**config.mk**
```make
export PLATFORM = sky130hd
export DESIGN_NAME = imch_top
export DESIGN_NICKNAME = d
export VERILOG_FILES = /design/src/rtl/imch_pkg.sv /design/src/rtl/imch_top.sv
export VERILOG_INCLUDE_DIRS = /design/src /design/src/rtl
export SDC_FILE = /design/constraint.sdc
export NUM_CORES = 2
export LEC_CHECK = 0
export BUFFER_PORTS_ARGS = -buffer_cell sky130_fd_sc_hd__buf_4
export CAP_MARGIN = 20
export CORE_MARGIN = 2
export CORE_UTILIZATION = 58
export CTS_CLUSTER_SIZE = 12
export DETAILED_ROUTE_END_ITERATION = 8
export PLACE_DENSITY = 0.76
export SETUP_SLACK_MARGIN = 0.4
export SLEW_MARGIN = 15
export SYNTH_ARGS = -nofsm -noshare
export SYNTH_HDL_FRONTEND = slang
export SYNTH_SLANG_ARGS = --single-unit
```
**constraint.sdc**
```tcl
create_clock -name clk -period 8.9 [get_ports clk]
set_input_delay 0.89 -clock clk [delete_from_list [all_inputs] [get_ports clk]]
set_output_delay 0.89 -clock clk [all_outputs]
set_load 0.02 [all_outputs]
```
**src/rtl/imch_cfg.svh**
```systemverilog
// Constants for the serial memory command handler
`ifndef IMCH_CFG_SVH
`define IMCH_CFG_SVH
`define IMCH_RC_SUCCESS 20'h00000
`define IMCH_RC_MISALIGN 20'h00001
`define IMCH_RC_BADLEN 20'h00002
`define IMCH_RC_UNMAPPED 20'h00003
`define IMCH_RC_BADPARAM 20'h00004
`define IMCH_RC_PROTECT 20'h00005
`define IMCH_RC_BADSECT 20'h00006
`define IMCH_RC_BADBANK 20'h00007
`define IMCH_CH_CR 8'h0d
`define IMCH_CH_LF 8'h0a
`define IMCH_CH_SP 8'h20
`define IMCH_CH_0 8'h30
`define IMCH_CH_9 8'h39
`define IMCH_CH_W 8'h57
`define IMCH_CH_R 8'h52
`define IMCH_CH_P 8'h50
`define IMCH_CH_O 8'h4f
`define IMCH_CH_TICK 8'h60
`define IMCH_SEXTET_MASK 8'h3f
`define IMCH_LINE_BYTES 6'h2d
`define IMCH_LINES_PER_SUM 5'h14
`define IMCH_GROUP_LAST 2'h3
`define IMCH_FIFO_DEPTH 4
`define IMCH_SRAM_BASE 32'h10000000
`define IMCH_SRAM_SIZE 33'h000020000
`define IMCH_EXT0_BASE 32'h1c000000
`define IMCH_EXT0_SIZE 33'h001000000
`define IMCH_FLASH_BASE 32'h1a000000
`define IMCH_FLASH_SIZE 33'h000080000
`define IMCH_SECTORS 16
`endif

```
**src/rtl/imch_pkg.sv**
```systemverilog
// Types for the serial memory command handler
package imch_pkg;
   typedef enum logic [3:0] {
      S_IDLE, S_ARGS, S_EXEC, S_NCONV, S_NSEND, S_CR, S_LF,
      S_WLEN, S_WCHR, S_WMEM, S_RLINE, S_RFET, S_RCHR, S_RACK
   } imch_state_t;
endpackage : imch_pkg

```
**src/rtl/imch_top.sv**
```systemverilog
// Serial boot loader command handler with its receive FIFO
// How it works
// - Write start address must be word aligned, else misaligned reply.
// - Write and read byte counts must be multiples of four, else bad-length.
// - Write payload arrives UU-encoded and is decoded before storing.
// - Write refused with protection reply at protection levels two and three.
// - Read start address must be word aligned, else misaligned reply.
// - Valid read gives success reply then UU-encoded lines of memory data.
// - Read refused with protection reply at protection levels one, two and three.
// - Checksum of raw bytes after every 20 lines, restarting afterwards.
// - Lines hold at most 45 data bytes, 61 characters.
// - Short final block gets a checksum of only the bytes sent.
// - Host retry request makes the device retry_request the same block.
// - Read accepts SRAM, external bank zero and internal flash.
// - Prepare takes start, end, bank; end must not precede start.
// - Bank 0 is A, bank 1 is B; others get bad-bank reply.
// - Completed copy or erase protects its sectors again.
// - ASCII command letter, spaced decimal arguments, CR LF ending.
`timescale 1ns/1ps
`default_nettype none
`include "imch_cfg.svh"

module imch_fifo #(
   parameter int WIDTH = 8,
   parameter int DEPTH = `IMCH_FIFO_DEPTH
) (
   input wire logic clk,
   input wire logic rst,
   input wire logic [WIDTH-1:0] inData,
   input wire logic inValid,
   output logic inReady,
   output logic [WIDTH-1:0] outData,
   output logic outValid,
   input wire logic outReady
);
   localparam int AW = (DEPTH > 1) ? $clog2(DEPTH) : 1;
   localparam int CW = $clog2(DEPTH + 1);
   logic [WIDTH-1:0] mem [DEPTH];
   logic [AW-1:0] wp_q, wp_d, rp_q, rp_d;
   logic [CW-1:0] cnt_q, cnt_d;
   logic push, pop;

   always_comb
   begin
      outValid = (cnt_q != '0);
      outData = mem[rp_q];
      push = inValid && inReady;
      pop = outValid && outReady;
      wp_d = push ? ((wp_q == AW'(DEPTH - 1)) ? '0 : wp_q + 1'b1) : wp_q;
      rp_d = pop ? ((rp_q == AW'(DEPTH - 1)) ? '0 : rp_q + 1'b1) : rp_q;
      cnt_d = cnt_q + CW'(push) - CW'(pop);
   end

   always_ff @(posedge clk)
   begin
      if (rst)
      begin
         wp_q <= '0;
         inReady <= 1'b1;
         rp_q <= '0;
         cnt_q <= '0;
      end
      else
      begin
         wp_q <= wp_d;
         inReady <= cnt_d != CW'(DEPTH);
         rp_q <= rp_d;
         cnt_q <= cnt_d;
      end
      if (push)
         mem[wp_q] <= inData;
   end
endmodule : imch_fifo

module imch_top #(
   parameter int NSECT = `IMCH_SECTORS
) (
   input wire logic clk,
   input wire logic rst,
   input wire logic [7:0] rxData,
   input wire logic rxValid,
   output logic rxReady,
   output logic [7:0] txData,
   output logic txValid,
   input wire logic txReady,
   output logic memReq,
   output logic memWe,
   output logic [31:0] memAddr,
   output logic [7:0] memWdata,
   input wire logic [7:0] memRdata,
   input wire logic memAck,
   input wire logic [1:0] protLevel,
   input wire logic relockValid,
   input wire logic relockBank,
   input wire logic [31:0] relockStart,
   input wire logic [31:0] relockEnd,
   output logic [2*NSECT-1:0] preparedMask
);
   imch_pkg::imch_state_t st_q, st_d, ret_q, ret_d;
   logic [31:0] arg_q [3];
   logic [31:0] arg_d [3];
   logic [31:0] acc_q, acc_d, addr_q, addr_d, rem_q, rem_d, blkAddr_q, blkAddr_d;
   logic [31:0] blkRem_q, blkRem_d;
   logic [1:0] argN_q, argN_d, k_q, k_d, j_q, j_d;
   logic dig_q, dig_d, bad_q, bad_d, retry_request_q, retry_request_d;
   logic [7:0] cmd_q, cmd_d, c;
   logic [5:0] lineLeft_q, lineLeft_d, sx;
   logic [4:0] lines_q, lines_d;
   logic [19:0] sum_q, sum_d, num_q, num_d;
   logic [3:0] digs_q [7];
   logic [3:0] digs_d [7];
   logic [2:0] nd_q, nd_d;
   logic [23:0] sh_q, sh_d;
   logic [35:0] prod;
   logic [2*NSECT-1:0] mask_d;
   logic [7:0] txData_d, fifoData;
   logic txValid_d, memReq_d, memWe_d, fifoValid, pop, txFree;
   logic [31:0] memAddr_d;
   logic [7:0] memWdata_d;

   imch_fifo #(.WIDTH(8), .DEPTH(`IMCH_FIFO_DEPTH)) rxFifo (
      .clk(clk),
      .rst(rst),
      .inData(rxData),
      .inValid(rxValid),
      .inReady(rxReady),
      .outData(fifoData),
      .outValid(fifoValid),
      .outReady(pop)
   );

   function automatic logic inRegion(input logic [31:0] a, input logic [31:0] n,
                                     input logic [31:0] base, input logic [32:0] size);
      inRegion = (a >= base) && ({1'b0, a - base} + {1'b0, n} <= size);
   endfunction : inRegion

   function automatic logic [7:0] uuChar(input logic [5:0] v);
      uuChar = (v == 6'h00) ? `IMCH_CH_TICK : {2'b00, v} + `IMCH_CH_SP;
   endfunction : uuChar

   always_comb
   begin
      st_d = st_q;
      ret_d = ret_q;
      arg_d = arg_q;
      acc_d = acc_q;
      addr_d = addr_q;
      rem_d = rem_q;
      blkAddr_d = blkAddr_q;
      blkRem_d = blkRem_q;
      argN_d = argN_q;
      k_d = k_q;
      j_d = j_q;
      dig_d = dig_q;
      bad_d = bad_q;
      retry_request_d = retry_request_q;
      cmd_d = cmd_q;
      lineLeft_d = lineLeft_q;
      lines_d = lines_q;
      sum_d = sum_q;
      num_d = num_q;
      digs_d = digs_q;
      nd_d = nd_q;
      sh_d = sh_q;
      memReq_d = memReq;
      memWe_d = memWe;
      memAddr_d = memAddr;
      memWdata_d = memWdata;
      txFree = !txValid || txReady;
      txValid_d = txValid && !txReady;
      txData_d = txData;
      c = fifoData;
      sx = 6'(c - `IMCH_CH_SP) & 6'(`IMCH_SEXTET_MASK);
      prod = {4'h0, acc_q} * 36'd10 + 36'(c - `IMCH_CH_0);
      pop = fifoValid && (st_q == imch_pkg::S_IDLE || st_q == imch_pkg::S_ARGS
            || st_q == imch_pkg::S_WLEN || st_q == imch_pkg::S_WCHR
            || st_q == imch_pkg::S_RACK);
      // Clear first so that a prepare in the same cycle wins
      mask_d = preparedMask;
      if (relockValid)
         for (int i = 0; i < NSECT; i++)
            if (32'(i) >= relockStart && 32'(i) <= relockEnd)
               mask_d[NSECT*relockBank + i] = 1'b0;
      case (st_q)
         imch_pkg::S_IDLE:
            if (pop && c != `IMCH_CH_CR && c != `IMCH_CH_LF)
            begin
               cmd_d = c;
               argN_d = 2'd0;
               acc_d = '0;
               dig_d = 1'b0;
               bad_d = 1'b0;
               st_d = imch_pkg::S_ARGS;
            end
         imch_pkg::S_ARGS:
            if (pop)
            begin
               if (c >= `IMCH_CH_0 && c <= `IMCH_CH_9)
               begin
                  acc_d = prod[31:0];
                  dig_d = 1'b1;
                  if (prod[35:32] != 4'h0)
                     bad_d = 1'b1;
               end
               else if (c == `IMCH_CH_SP || c == `IMCH_CH_LF)
               begin
                  if (dig_q)
                  begin
                     if (argN_q == 2'd3)
                        bad_d = 1'b1;
                     else
                     begin
                        arg_d[argN_q] = acc_q;
                        argN_d = argN_q + 2'd1;
                     end
                  end
                  acc_d = '0;
                  dig_d = 1'b0;
                  if (c == `IMCH_CH_LF)
                     st_d = imch_pkg::S_EXEC;
               end
               else if (c != `IMCH_CH_CR)
                  bad_d = 1'b1;
            end
         imch_pkg::S_EXEC:
         begin
            nd_d = 3'd0;
            ret_d = imch_pkg::S_IDLE;
            st_d = imch_pkg::S_NCONV;
            num_d = `IMCH_RC_SUCCESS;
            addr_d = arg_q[0];
            rem_d = arg_q[1];
            blkAddr_d = arg_q[0];
            blkRem_d = arg_q[1];
            sum_d = '0;
            lines_d = '0;
            if (cmd_q == `IMCH_CH_W && protLevel >= 2'd2)
               num_d = `IMCH_RC_PROTECT;
            else if (cmd_q == `IMCH_CH_R && protLevel != 2'd0)
               num_d = `IMCH_RC_PROTECT;
            else if (bad_q || (cmd_q != `IMCH_CH_W && cmd_q != `IMCH_CH_R
                     && cmd_q != `IMCH_CH_P))
               num_d = `IMCH_RC_BADPARAM;
            else if (cmd_q == `IMCH_CH_P)
            begin
               if (argN_q != 2'd3)
                  num_d = `IMCH_RC_BADPARAM;
               else if (arg_q[2] > 32'd1)
                  num_d = `IMCH_RC_BADBANK;
               else if (arg_q[1] < arg_q[0] || arg_q[1] >= 32'(NSECT))
                  num_d = `IMCH_RC_BADSECT;
               else
                  for (int i = 0; i < NSECT; i++)
                     if (32'(i) >= arg_q[0] && 32'(i) <= arg_q[1])
                        mask_d[NSECT*arg_q[2][0] + i] = 1'b1;
            end
            else if (argN_q != 2'd2)
               num_d = `IMCH_RC_BADPARAM;
            else if (arg_q[0][1:0] != 2'b00)
               num_d = `IMCH_RC_MISALIGN;
            else if (arg_q[1][1:0] != 2'b00)
               num_d = `IMCH_RC_BADLEN;
            else if (cmd_q == `IMCH_CH_W)
            begin
               if (!inRegion(arg_q[0], arg_q[1], `IMCH_SRAM_BASE, `IMCH_SRAM_SIZE))
                  num_d = `IMCH_RC_UNMAPPED;
               else if (arg_q[1] != '0)
                  ret_d = imch_pkg::S_WLEN;
            end
            else if (!(inRegion(arg_q[0], arg_q[1], `IMCH_SRAM_BASE, `IMCH_SRAM_SIZE)
                     || inRegion(arg_q[0], arg_q[1], `IMCH_EXT0_BASE, `IMCH_EXT0_SIZE)
                     || inRegion(arg_q[0], arg_q[1], `IMCH_FLASH_BASE, `IMCH_FLASH_SIZE)))
               num_d = `IMCH_RC_UNMAPPED;
            else if (arg_q[1] != '0)
               ret_d = imch_pkg::S_RLINE;
         end
         imch_pkg::S_NCONV:
         begin
            digs_d[nd_q] = 4'(num_q % 20'd10);
            num_d = num_q / 20'd10;
            nd_d = nd_q + 3'd1;
            if (num_q < 20'd10)
               st_d = imch_pkg::S_NSEND;
         end
         imch_pkg::S_NSEND:
            if (txFree)
            begin
               txValid_d = 1'b1;
               txData_d = {4'h3, digs_q[nd_q - 3'd1]};
               nd_d = nd_q - 3'd1;
               if (nd_q == 3'd1)
                  st_d = imch_pkg::S_CR;
            end
         imch_pkg::S_CR:
            if (txFree)
            begin
               txValid_d = 1'b1;
               txData_d = `IMCH_CH_CR;
               st_d = imch_pkg::S_LF;
            end
         imch_pkg::S_LF:
            if (txFree)
            begin
               txValid_d = 1'b1;
               txData_d = `IMCH_CH_LF;
               st_d = ret_q;
            end
         imch_pkg::S_WLEN:
            if (pop && c != `IMCH_CH_CR && c != `IMCH_CH_LF)
            begin
               lineLeft_d = sx;
               k_d = 2'd0;
               st_d = imch_pkg::S_WCHR;
            end
         imch_pkg::S_WCHR:
            if (pop && c == `IMCH_CH_LF)
               st_d = (rem_q == '0) ? imch_pkg::S_IDLE : imch_pkg::S_WLEN;
            else if (pop && c != `IMCH_CH_CR)
            begin
               sh_d = {sh_q[17:0], sx};
               k_d = k_q + 2'd1;
               if (k_q == `IMCH_GROUP_LAST)
               begin
                  j_d = 2'd0;
                  st_d = imch_pkg::S_WMEM;
               end
            end
         imch_pkg::S_WMEM:
            if (j_q == 2'd3 || lineLeft_q == '0 || rem_q == '0)
               st_d = imch_pkg::S_WCHR;
            else if (!memReq)
            begin
               memReq_d = 1'b1;
               memWe_d = 1'b1;
               memAddr_d = addr_q;
               memWdata_d = sh_q[23:16];
            end
            else if (memAck)
            begin
               memReq_d = 1'b0;
               sh_d = {sh_q[15:0], 8'h00};
               addr_d = addr_q + 32'd1;
               rem_d = rem_q - 32'd1;
               lineLeft_d = lineLeft_q - 6'd1;
               j_d = j_q + 2'd1;
            end
         imch_pkg::S_RLINE:
            if (rem_q == '0 || lines_q == `IMCH_LINES_PER_SUM)
            begin
               num_d = sum_q;
               nd_d = 3'd0;
               ret_d = imch_pkg::S_RACK;
               st_d = imch_pkg::S_NCONV;
            end
            else if (txFree)
            begin
               lineLeft_d = (rem_q < 32'(`IMCH_LINE_BYTES)) ? rem_q[5:0]
                            : `IMCH_LINE_BYTES;
               txValid_d = 1'b1;
               txData_d = uuChar(lineLeft_d);
               j_d = 2'd0;
               st_d = imch_pkg::S_RFET;
            end
         imch_pkg::S_RFET:
            if (j_q == 2'd3)
            begin
               k_d = 2'd0;
               st_d = imch_pkg::S_RCHR;
            end
            else if (lineLeft_q == '0)
            begin
               sh_d = {sh_q[15:0], 8'h00};
               j_d = j_q + 2'd1;
            end
            else if (!memReq)
            begin
               memReq_d = 1'b1;
               memWe_d = 1'b0;
               memAddr_d = addr_q;
            end
            else if (memAck)
            begin
               memReq_d = 1'b0;
               sh_d = {sh_q[15:0], memRdata};
               sum_d = sum_q + 20'(memRdata);
               addr_d = addr_q + 32'd1;
               rem_d = rem_q - 32'd1;
               lineLeft_d = lineLeft_q - 6'd1;
               j_d = j_q + 2'd1;
            end
         imch_pkg::S_RCHR:
            if (txFree)
            begin
               txValid_d = 1'b1;
               txData_d = uuChar(sh_q[23:18]);
               sh_d = {sh_q[17:0], 6'h00};
               k_d = k_q + 2'd1;
               if (k_q == `IMCH_GROUP_LAST)
               begin
                  j_d = 2'd0;
                  st_d = imch_pkg::S_RFET;
                  if (lineLeft_q == '0)
                  begin
                     lines_d = lines_q + 5'd1;
                     ret_d = imch_pkg::S_RLINE;
                     st_d = imch_pkg::S_CR;
                  end
               end
            end
         imch_pkg::S_RACK:
            if (pop && c == `IMCH_CH_LF)
            begin
               // A retry rewinds to the block start; anything else counts as OK
               if (retry_request_q)
               begin
                  addr_d = blkAddr_q;
                  rem_d = blkRem_q;
               end
               else
               begin
                  blkAddr_d = addr_q;
                  blkRem_d = rem_q;
               end
               sum_d = '0;
               lines_d = '0;
               retry_request_d = 1'b0;
               st_d = (!retry_request_q && rem_q == '0) ? imch_pkg::S_IDLE : imch_pkg::S_RLINE;
            end
            else if (pop && c == `IMCH_CH_R)
               retry_request_d = 1'b1;
            else if (pop && c == `IMCH_CH_O)
               retry_request_d = 1'b0;
         default:
            st_d = imch_pkg::S_IDLE;
      endcase
   end

   always_ff @(posedge clk)
   begin
      if (rst)
      begin
         st_q <= imch_pkg::S_IDLE;
         ret_q <= imch_pkg::S_IDLE;
         arg_q <= '{default: '0};
         digs_q <= '{default: '0};
         acc_q <= '0;
         addr_q <= '0;
         rem_q <= '0;
         blkAddr_q <= '0;
         blkRem_q <= '0;
         argN_q <= '0;
         k_q <= '0;
         j_q <= '0;
         dig_q <= 1'b0;
         bad_q <= 1'b0;
         retry_request_q <= 1'b0;
         cmd_q <= '0;
         lineLeft_q <= '0;
         lines_q <= '0;
         sum_q <= '0;
         num_q <= '0;
         nd_q <= '0;
         sh_q <= '0;
         txData <= '0;
         txValid <= 1'b0;
         memReq <= 1'b0;
         memWe <= 1'b0;
         memAddr <= '0;
         memWdata <= '0;
         preparedMask <= '0;
      end
      else
      begin
         st_q <= st_d;
         ret_q <= ret_d;
         arg_q <= arg_d;
         digs_q <= digs_d;
         acc_q <= acc_d;
         addr_q <= addr_d;
         rem_q <= rem_d;
         blkAddr_q <= blkAddr_d;
         blkRem_q <= blkRem_d;
         argN_q <= argN_d;
         k_q <= k_d;
         j_q <= j_d;
         dig_q <= dig_d;
         bad_q <= bad_d;
         retry_request_q <= retry_request_d;
         cmd_q <= cmd_d;
         lineLeft_q <= lineLeft_d;
         lines_q <= lines_d;
         sum_q <= sum_d;
         num_q <= num_d;
         nd_q <= nd_d;
         sh_q <= sh_d;
         txData <= txData_d;
         txValid <= txValid_d;
         memReq <= memReq_d;
         memWe <= memWe_d;
         memAddr <= memAddr_d;
         memWdata <= memWdata_d;
         preparedMask <= mask_d;
      end
   end
endmodule : imch_top
`default_nettype wire

```
# [Yosys cells after proc, flatten, opt, wreduce, memory -nomap -nowiden]
# Memories as Yosys holds them, arrays and structs flattened. A register that Yosys moved wholly into a read port is not among the register bits.
# Cells that the tools add are included.
[classes] n_addsub=55 multipliers=1 n_div=2 n_lt_le_gt_ge=147 eq_ne=78 shift=0 muxes=439 bitwise_logic=55 n_reduce_logical=149
[ops] op="$mux 32" n=199
[ops] op="$and 32x32->32" n=16
[ops] op="$ge 4x32->1 const A" n=16
[ops] op="$le 4x32->1 const A" n=16
[ops] op="$not 32->32" n=15
[ops] op="$or 32x32->32" n=15
[ops] op="$mux 20" n=14
[ops] op="$ge 3x32->1 const A" n=8
[ops] op="$le 3x32->1 const A" n=8
[ops] op="$pmux 32 s2" n=4
[ops] op="$pmux 32 s4" n=2
[ops] op="$mux 24" n=10
[ops] op="$ge 6x1->1 const B" n=30
[ops] op="$lt 6x6->1 const B" n=30
[ops] op="$mux 4" n=40
[ops] op="$demux 1 s5" n=30
[ops] op="$ge 1x32->1 const A" n=4
[ops] op="$ge 2x32->1 const A" n=4
[ops] op="$le 1x32->1 const A" n=4
[ops] op="$le 2x32->1 const A" n=4
[ops] op="$pmux 20 s3" n=2
[ops] op="$add 32x32->33" n=3
[ops] op="$add 5x4->6 const B" n=16
[ops] op="$bwmux 96" n=1
[ops] op="108 further kinds" n=435
[totals] register_bits=478 latchBits=0 ram_bits=32 romBits=0 out_inout_bits=84 memories=1
[memory_table] name="rxFifo.mem" depth=4 word_bits=8 read_ports=1 rd_clocked_by_memory_dff=1 wr=1 line_no="imch_top.sv:38" text="logic [WIDTH-1:0] mem [DEPTH];"

# [Depth between registers and ports, before layout]
[depth] ltp_word=213 mapped_depth=34 mapped_depth_nobuf=34

# [Modules after synthesis]
# Synthesis repeated with hierarchy kept, for this count alone.
[unflattened] hier_cells=4485 area_unflattened_um2=34017.6
[modules_own_cells] module="imch_top" n_inst=1 cells_each=4395 area_per_inst_um2=32352.3 seq_area_each_um2=9369.0
[modules_own_cells] module="imch_fifo" n_inst=1 cells_each=90 area_per_inst_um2=1665.3 seq_area_each_um2=1161.1

# [Worst setup path after synthesis]
# No wires, ideal clock.
[synth_path] path_kind="reg2reg" start="register num_q[17]" end="register digs_q[19] (netlist bit)" setup_time_ps=120 t_arrival_ps=6062 setup_slack_ps=2718 path_stages_with_launch=32 path_buffers=6 cell_sequence="dfxtp_1 buf_6 nor2b_1 buf_6 a21oi_1 o21ai_2 and3_1 buf_2 o32a_1 a221oi_4 nand2_1 a311o_2 a32oi_2 o2111ai_1 nor3_1 nor2_1 a2111oi_0 a31oi_2 and3_1 buf_2 a221o_1 o21a_1 buf_4 nor3_1 a21oi_1 nor2_1 nor3_1 ha_1 inv_1 clkbuf_1 a2111o_1 nand3_1"
[synth_via] elab_chain_len=2
[synth_lines] element="start, declared" line_no="imch_top.sv:109" text="logic [19:0] sum_q, sum_d, num_q, num_d;"
[synth_lines] element="start signal, assigned" line_no="imch_top.sv:493" text="num_q <= num_d;"
[synth_lines] element="$mod 20x4->20" line_no="imch_top.sv:279" text="digs_d[nd_q] = 4'(num_q % 20'd10);"
[synth_lines] element="$bwmux 28" line_no="imch_top.sv:279"
[synth_lines] element="end signal, assigned" line_no="imch_top.sv:477" text="digs_q <= digs_d;"
[synth_lines] element="end, declared" line_no="imch_top.sv:110" text="logic [3:0] digs_q [7];"
# Every way passes these cells.
# A chain may end at the register's enable or synchronous reset.

# [Worst setup path after layout]
[layout_path] start="register num_q[17]" end="register digs_q[14] (netlist bit)"
# Same word-level chain as after synthesis.

==> qor.txt <==
Outcome = completed
WP data arrival = 8.27 ns
Post-CTS Hold Fix Bufs = 0
Largest cells by area after synthesis = dfxtp_1, ha_1, a21oi_1, nand2_1, nor2_1
Die width = 245 um
Worst clock skew = 0.0312 ns
Dpl hpwl = 69900 um
Syn nets = 4759
Ys flop type = dfxtp_1
Post-Place Cells = 5135
Leakage power = 13.6 nW
Count leader, synth = nand2_1
Pwr Density = 276 mW/mm2
P_int = 5.52 mW
Initial antenna violation count = 1
Initial DRC count = 3215
Clock Path Buffers = 3
Combinational share of power = 50.4%
Mean Syn Cell Area = 7.57 um2
Diode count = 0
Critical Path RT = 9.37 ns
Least-Margin Pin Slew = 1.22 ns
Post-synthesis register bit count = 510
Max Cap Viol = 0
Crit Path Category = reg -> reg
Period utilization = 87.6%
Initial core utilization = 58.5%
Drt total wl = 99700 um
Core area = 0.0576 mm2
Synth top area share = 28.4%
Antenna-violating nets left = 0
Clk Latency, worst-skew pair = 0.63 ns
Cts bufs inserted = 55
Switch share = 45.8%
Post-synth EDFFs = 32
Post-CTS Setup Inserts = 0
Gr ovfl total = 0
Mapped Cells = 4454
Share of cells above drive strength 1 = 8.81%
IO Count = 173
Mapped Area = 0.0337 mm2
Clock sink count = 510
Final Setup Violations = 0
Vias/cell = 6.28
DR pass1 iterations = 5
CP endpoint kind = flop
Die Area = 0.0601 mm2
Via Count = 32900
H-tree level count = 2
Drt wl/cell = 19.0 um
First-pass GRT wire length = 159000 um
Fill count = 5279
Die span in y = 245 um
Clk slew on worst S/H paths = 0.06 ns
Synth cell types = 112
Seq pwr share = 27.1%
DRC errors left = 0
Vias in the first global route = 29500
GRT Resource Usage Total = 32.1%
Async set-reset flop share out of synthesis = 0%
Fin cells = 5235
RD Place Congestion = 0.996
Crit-path max FO = 14
TritonCTS clock tree = yes
Peak VDD IR = 0.000572 V
Yosys warning total = 0
Synth area leader = dfxtp_1
Largest net degree at the start of global routing = 205
Fin. max-slew vios = 0
Sequential-to-total area share from yosys stat = 31.2%
Crit start category = flop
Clock Tree Root = clkbuf_16
Row cnt = 88
FMAX = 0.128 GHz
Most frequent cells after synthesis = nand2_1, dfxtp_1, a21oi_1, nor2_1, o21ai_0
Unrepaired setup endpoints after global routing = false
Port bufs = 171
Setup TNS = 0 ns
NumNets Final = 4735
Part of the power in the clock network = 22.4%
Synthesis-to-finish area growth = 9.70%
HP Class = reg -> reg
Psw = 4.67 mW
Slew Limit Headroom = 18.8%
Clock period minus final worst setup slack = 7.80 ns
Final Hold Fails = 0
## metal layers
metal,vias to the layer above,routed length (um),share of wire [%],track usage [%]
met5,-,12,0.012,0
li1,16100,-,-,-
met4,2,2790,2.8,9.67
met3,188,8120,8.1,4.85
met2,1241,42800,43,48.0
met1,15400,46000,46,47.5
## placed cells by master, fill, tap and decap left out, types with 13 or more instances in the layout
master,netlist,final
a22oi_1,51,51
nand3_1,117,117
a31oi_1,44,44
and3_1,42,42
nand3b_1,18,18
nor2_1,461,456
nor4_1,61,61
o22ai_1,13,13
mux2i_1,90,90
nand2b_1,36,35
a21oi_1,461,460
a211oi_1,115,115
or3_1,73,73
inv_1,151,151
o31ai_1,14,14
o21ai_0,323,323
o21a_1,17,17
a311oi_1,31,31
o211ai_1,29,29
clkbuf_1,259,16
a221oi_1,31,31
xor2_1,39,39
clkbuf_16,0,56
o21bai_1,28,28
ha_1,211,211
xnor2_1,75,75
edfxtp_1,32,32
buf_4,5,210
a21o_1,26,26
and2_1,17,16
or2_2,19,19
nand4_1,52,52
nor2b_1,33,32
nor3_1,108,107
nand2_1,614,612
dfxtp_1,478,477
## flip-flops by register name, indices dropped and copies added, names as in the netlist, 8 cells and up, named ones only
name	count
preparedMask	32
addr_q	32
sh_q	24
memAddr	32
num_q	20
blkRem_q	32
cmd_q	8
digs_q	28
rem_q	32
sum_q	20
blkAddr_q	32
acc_q	32
rxFifo.mem	32
memWdata	8
arg_q	96
## power by group through the flow
stage,registers (mW),logic (mW),clock network [mW]
global placement,2.81,4.97,0
global route,2.80,5.64,2.40
CTS,2.76,5.02,2.31
detailed placement,2.81,4.99,0
finish,2.77,5.14,2.29
floorplan,2.67,4.14,0
## through the flow
step           util, %  hold WS (ns)  instance area [um2]  total power [mW]  worst slack (ns)
6_report          64.2         0.453                37000              10.2              1.10
3_5_place_dp      61.1         0.447                35200              7.80             0.994
2_1_floorplan        -         0.433                33700              6.81              2.72
4_1_cts           64.2         0.444                36900              10.1              1.00
3_3_place_gp      61.1         0.442                35200              7.78              1.18
5_1_grt           64.2         0.465                37000              10.8             0.401
## cells by family (layout without fill, tap and decap cells)
| family | after synthesis | count (layout) | share of synthesized area (%) |
|---|---|---|---|
| xor gates and xnor gates | 114 | 114 | 2.96 |
| and+or+nand+nor | 1699 | 1699 | 23.1 |
| muxes | 113 | 113 | 3.89 |
| AOI/OAI and AO/OA | 1352 | 1352 | 25.4 |
| adders and majority gates | 219 | 219 | 8.22 |
| DFF | 510 | 510 | 31.2 |
| buffers and inverters | 446 | 462 | 5.18 |
| other | 1 | 1 | 0.0111 |
## layout make-up
class / count / area, um2 / share of cell area, %
inverters: 152 / 571 / 1.54
multi-input cells: 3498 / 21500 / 58.2
flip-flops and latches: 510 / 10500 / 28.5
clock buffers: 79 / 1560 / 4.21
repair buffers: 213 / 1620 / 4.39
well taps: 765 / 957 / 2.59
clock inverters: 18 / 218 / 0.589
## timing repair
item                                    in CTS  in global routing
endpoints found under the hold margin        0                  0
endpoints found under the setup margin       0                 14
resized for setup                            0                  1
## worst max-delay path, stage by stage, from the launching register on
cell       delay (ns)
dfxtp_1          0.51
nor2b_2          0.47
a21oi_1          0.15
o21ai_2          0.25
nand3_1          0.50
o2bb2ai_1        0.34
a221oi_2         0.32
nand2_1          0.19
o32ai_1          0.65
o211ai_2         0.22
a221oi_1         0.58
a31oi_2          0.15
a211oi_1         0.37
or3_1            0.28
nand3_1          0.24
and3_1           0.35
a221o_1          0.41
o21a_1           0.26
nor3_1           0.31
a21oi_1          0.07
nor2_1           0.13
nor3_1           0.06
ha_1             0.26
inv_1            0.04
a22oi_2          0.39
a211oi_1         0.14
## path summary, 6_finish.rpt
| kind | endpoint | cells after the start | slack, ns | start |
|---|---|---|---|---|
| max | digs_q[14] | 25 | 1.10 | num_q[17] |
| min | memAddr[28] | 2 | 0.45 | memAddr[28] |
| max reg2reg | digs_q[14] | 25 | 1.10 | num_q[17] |
| min reg2reg | memAddr[28] | 2 | 0.45 | memAddr[28] |
No activity file was read; power rests on OpenSTA's default activity.
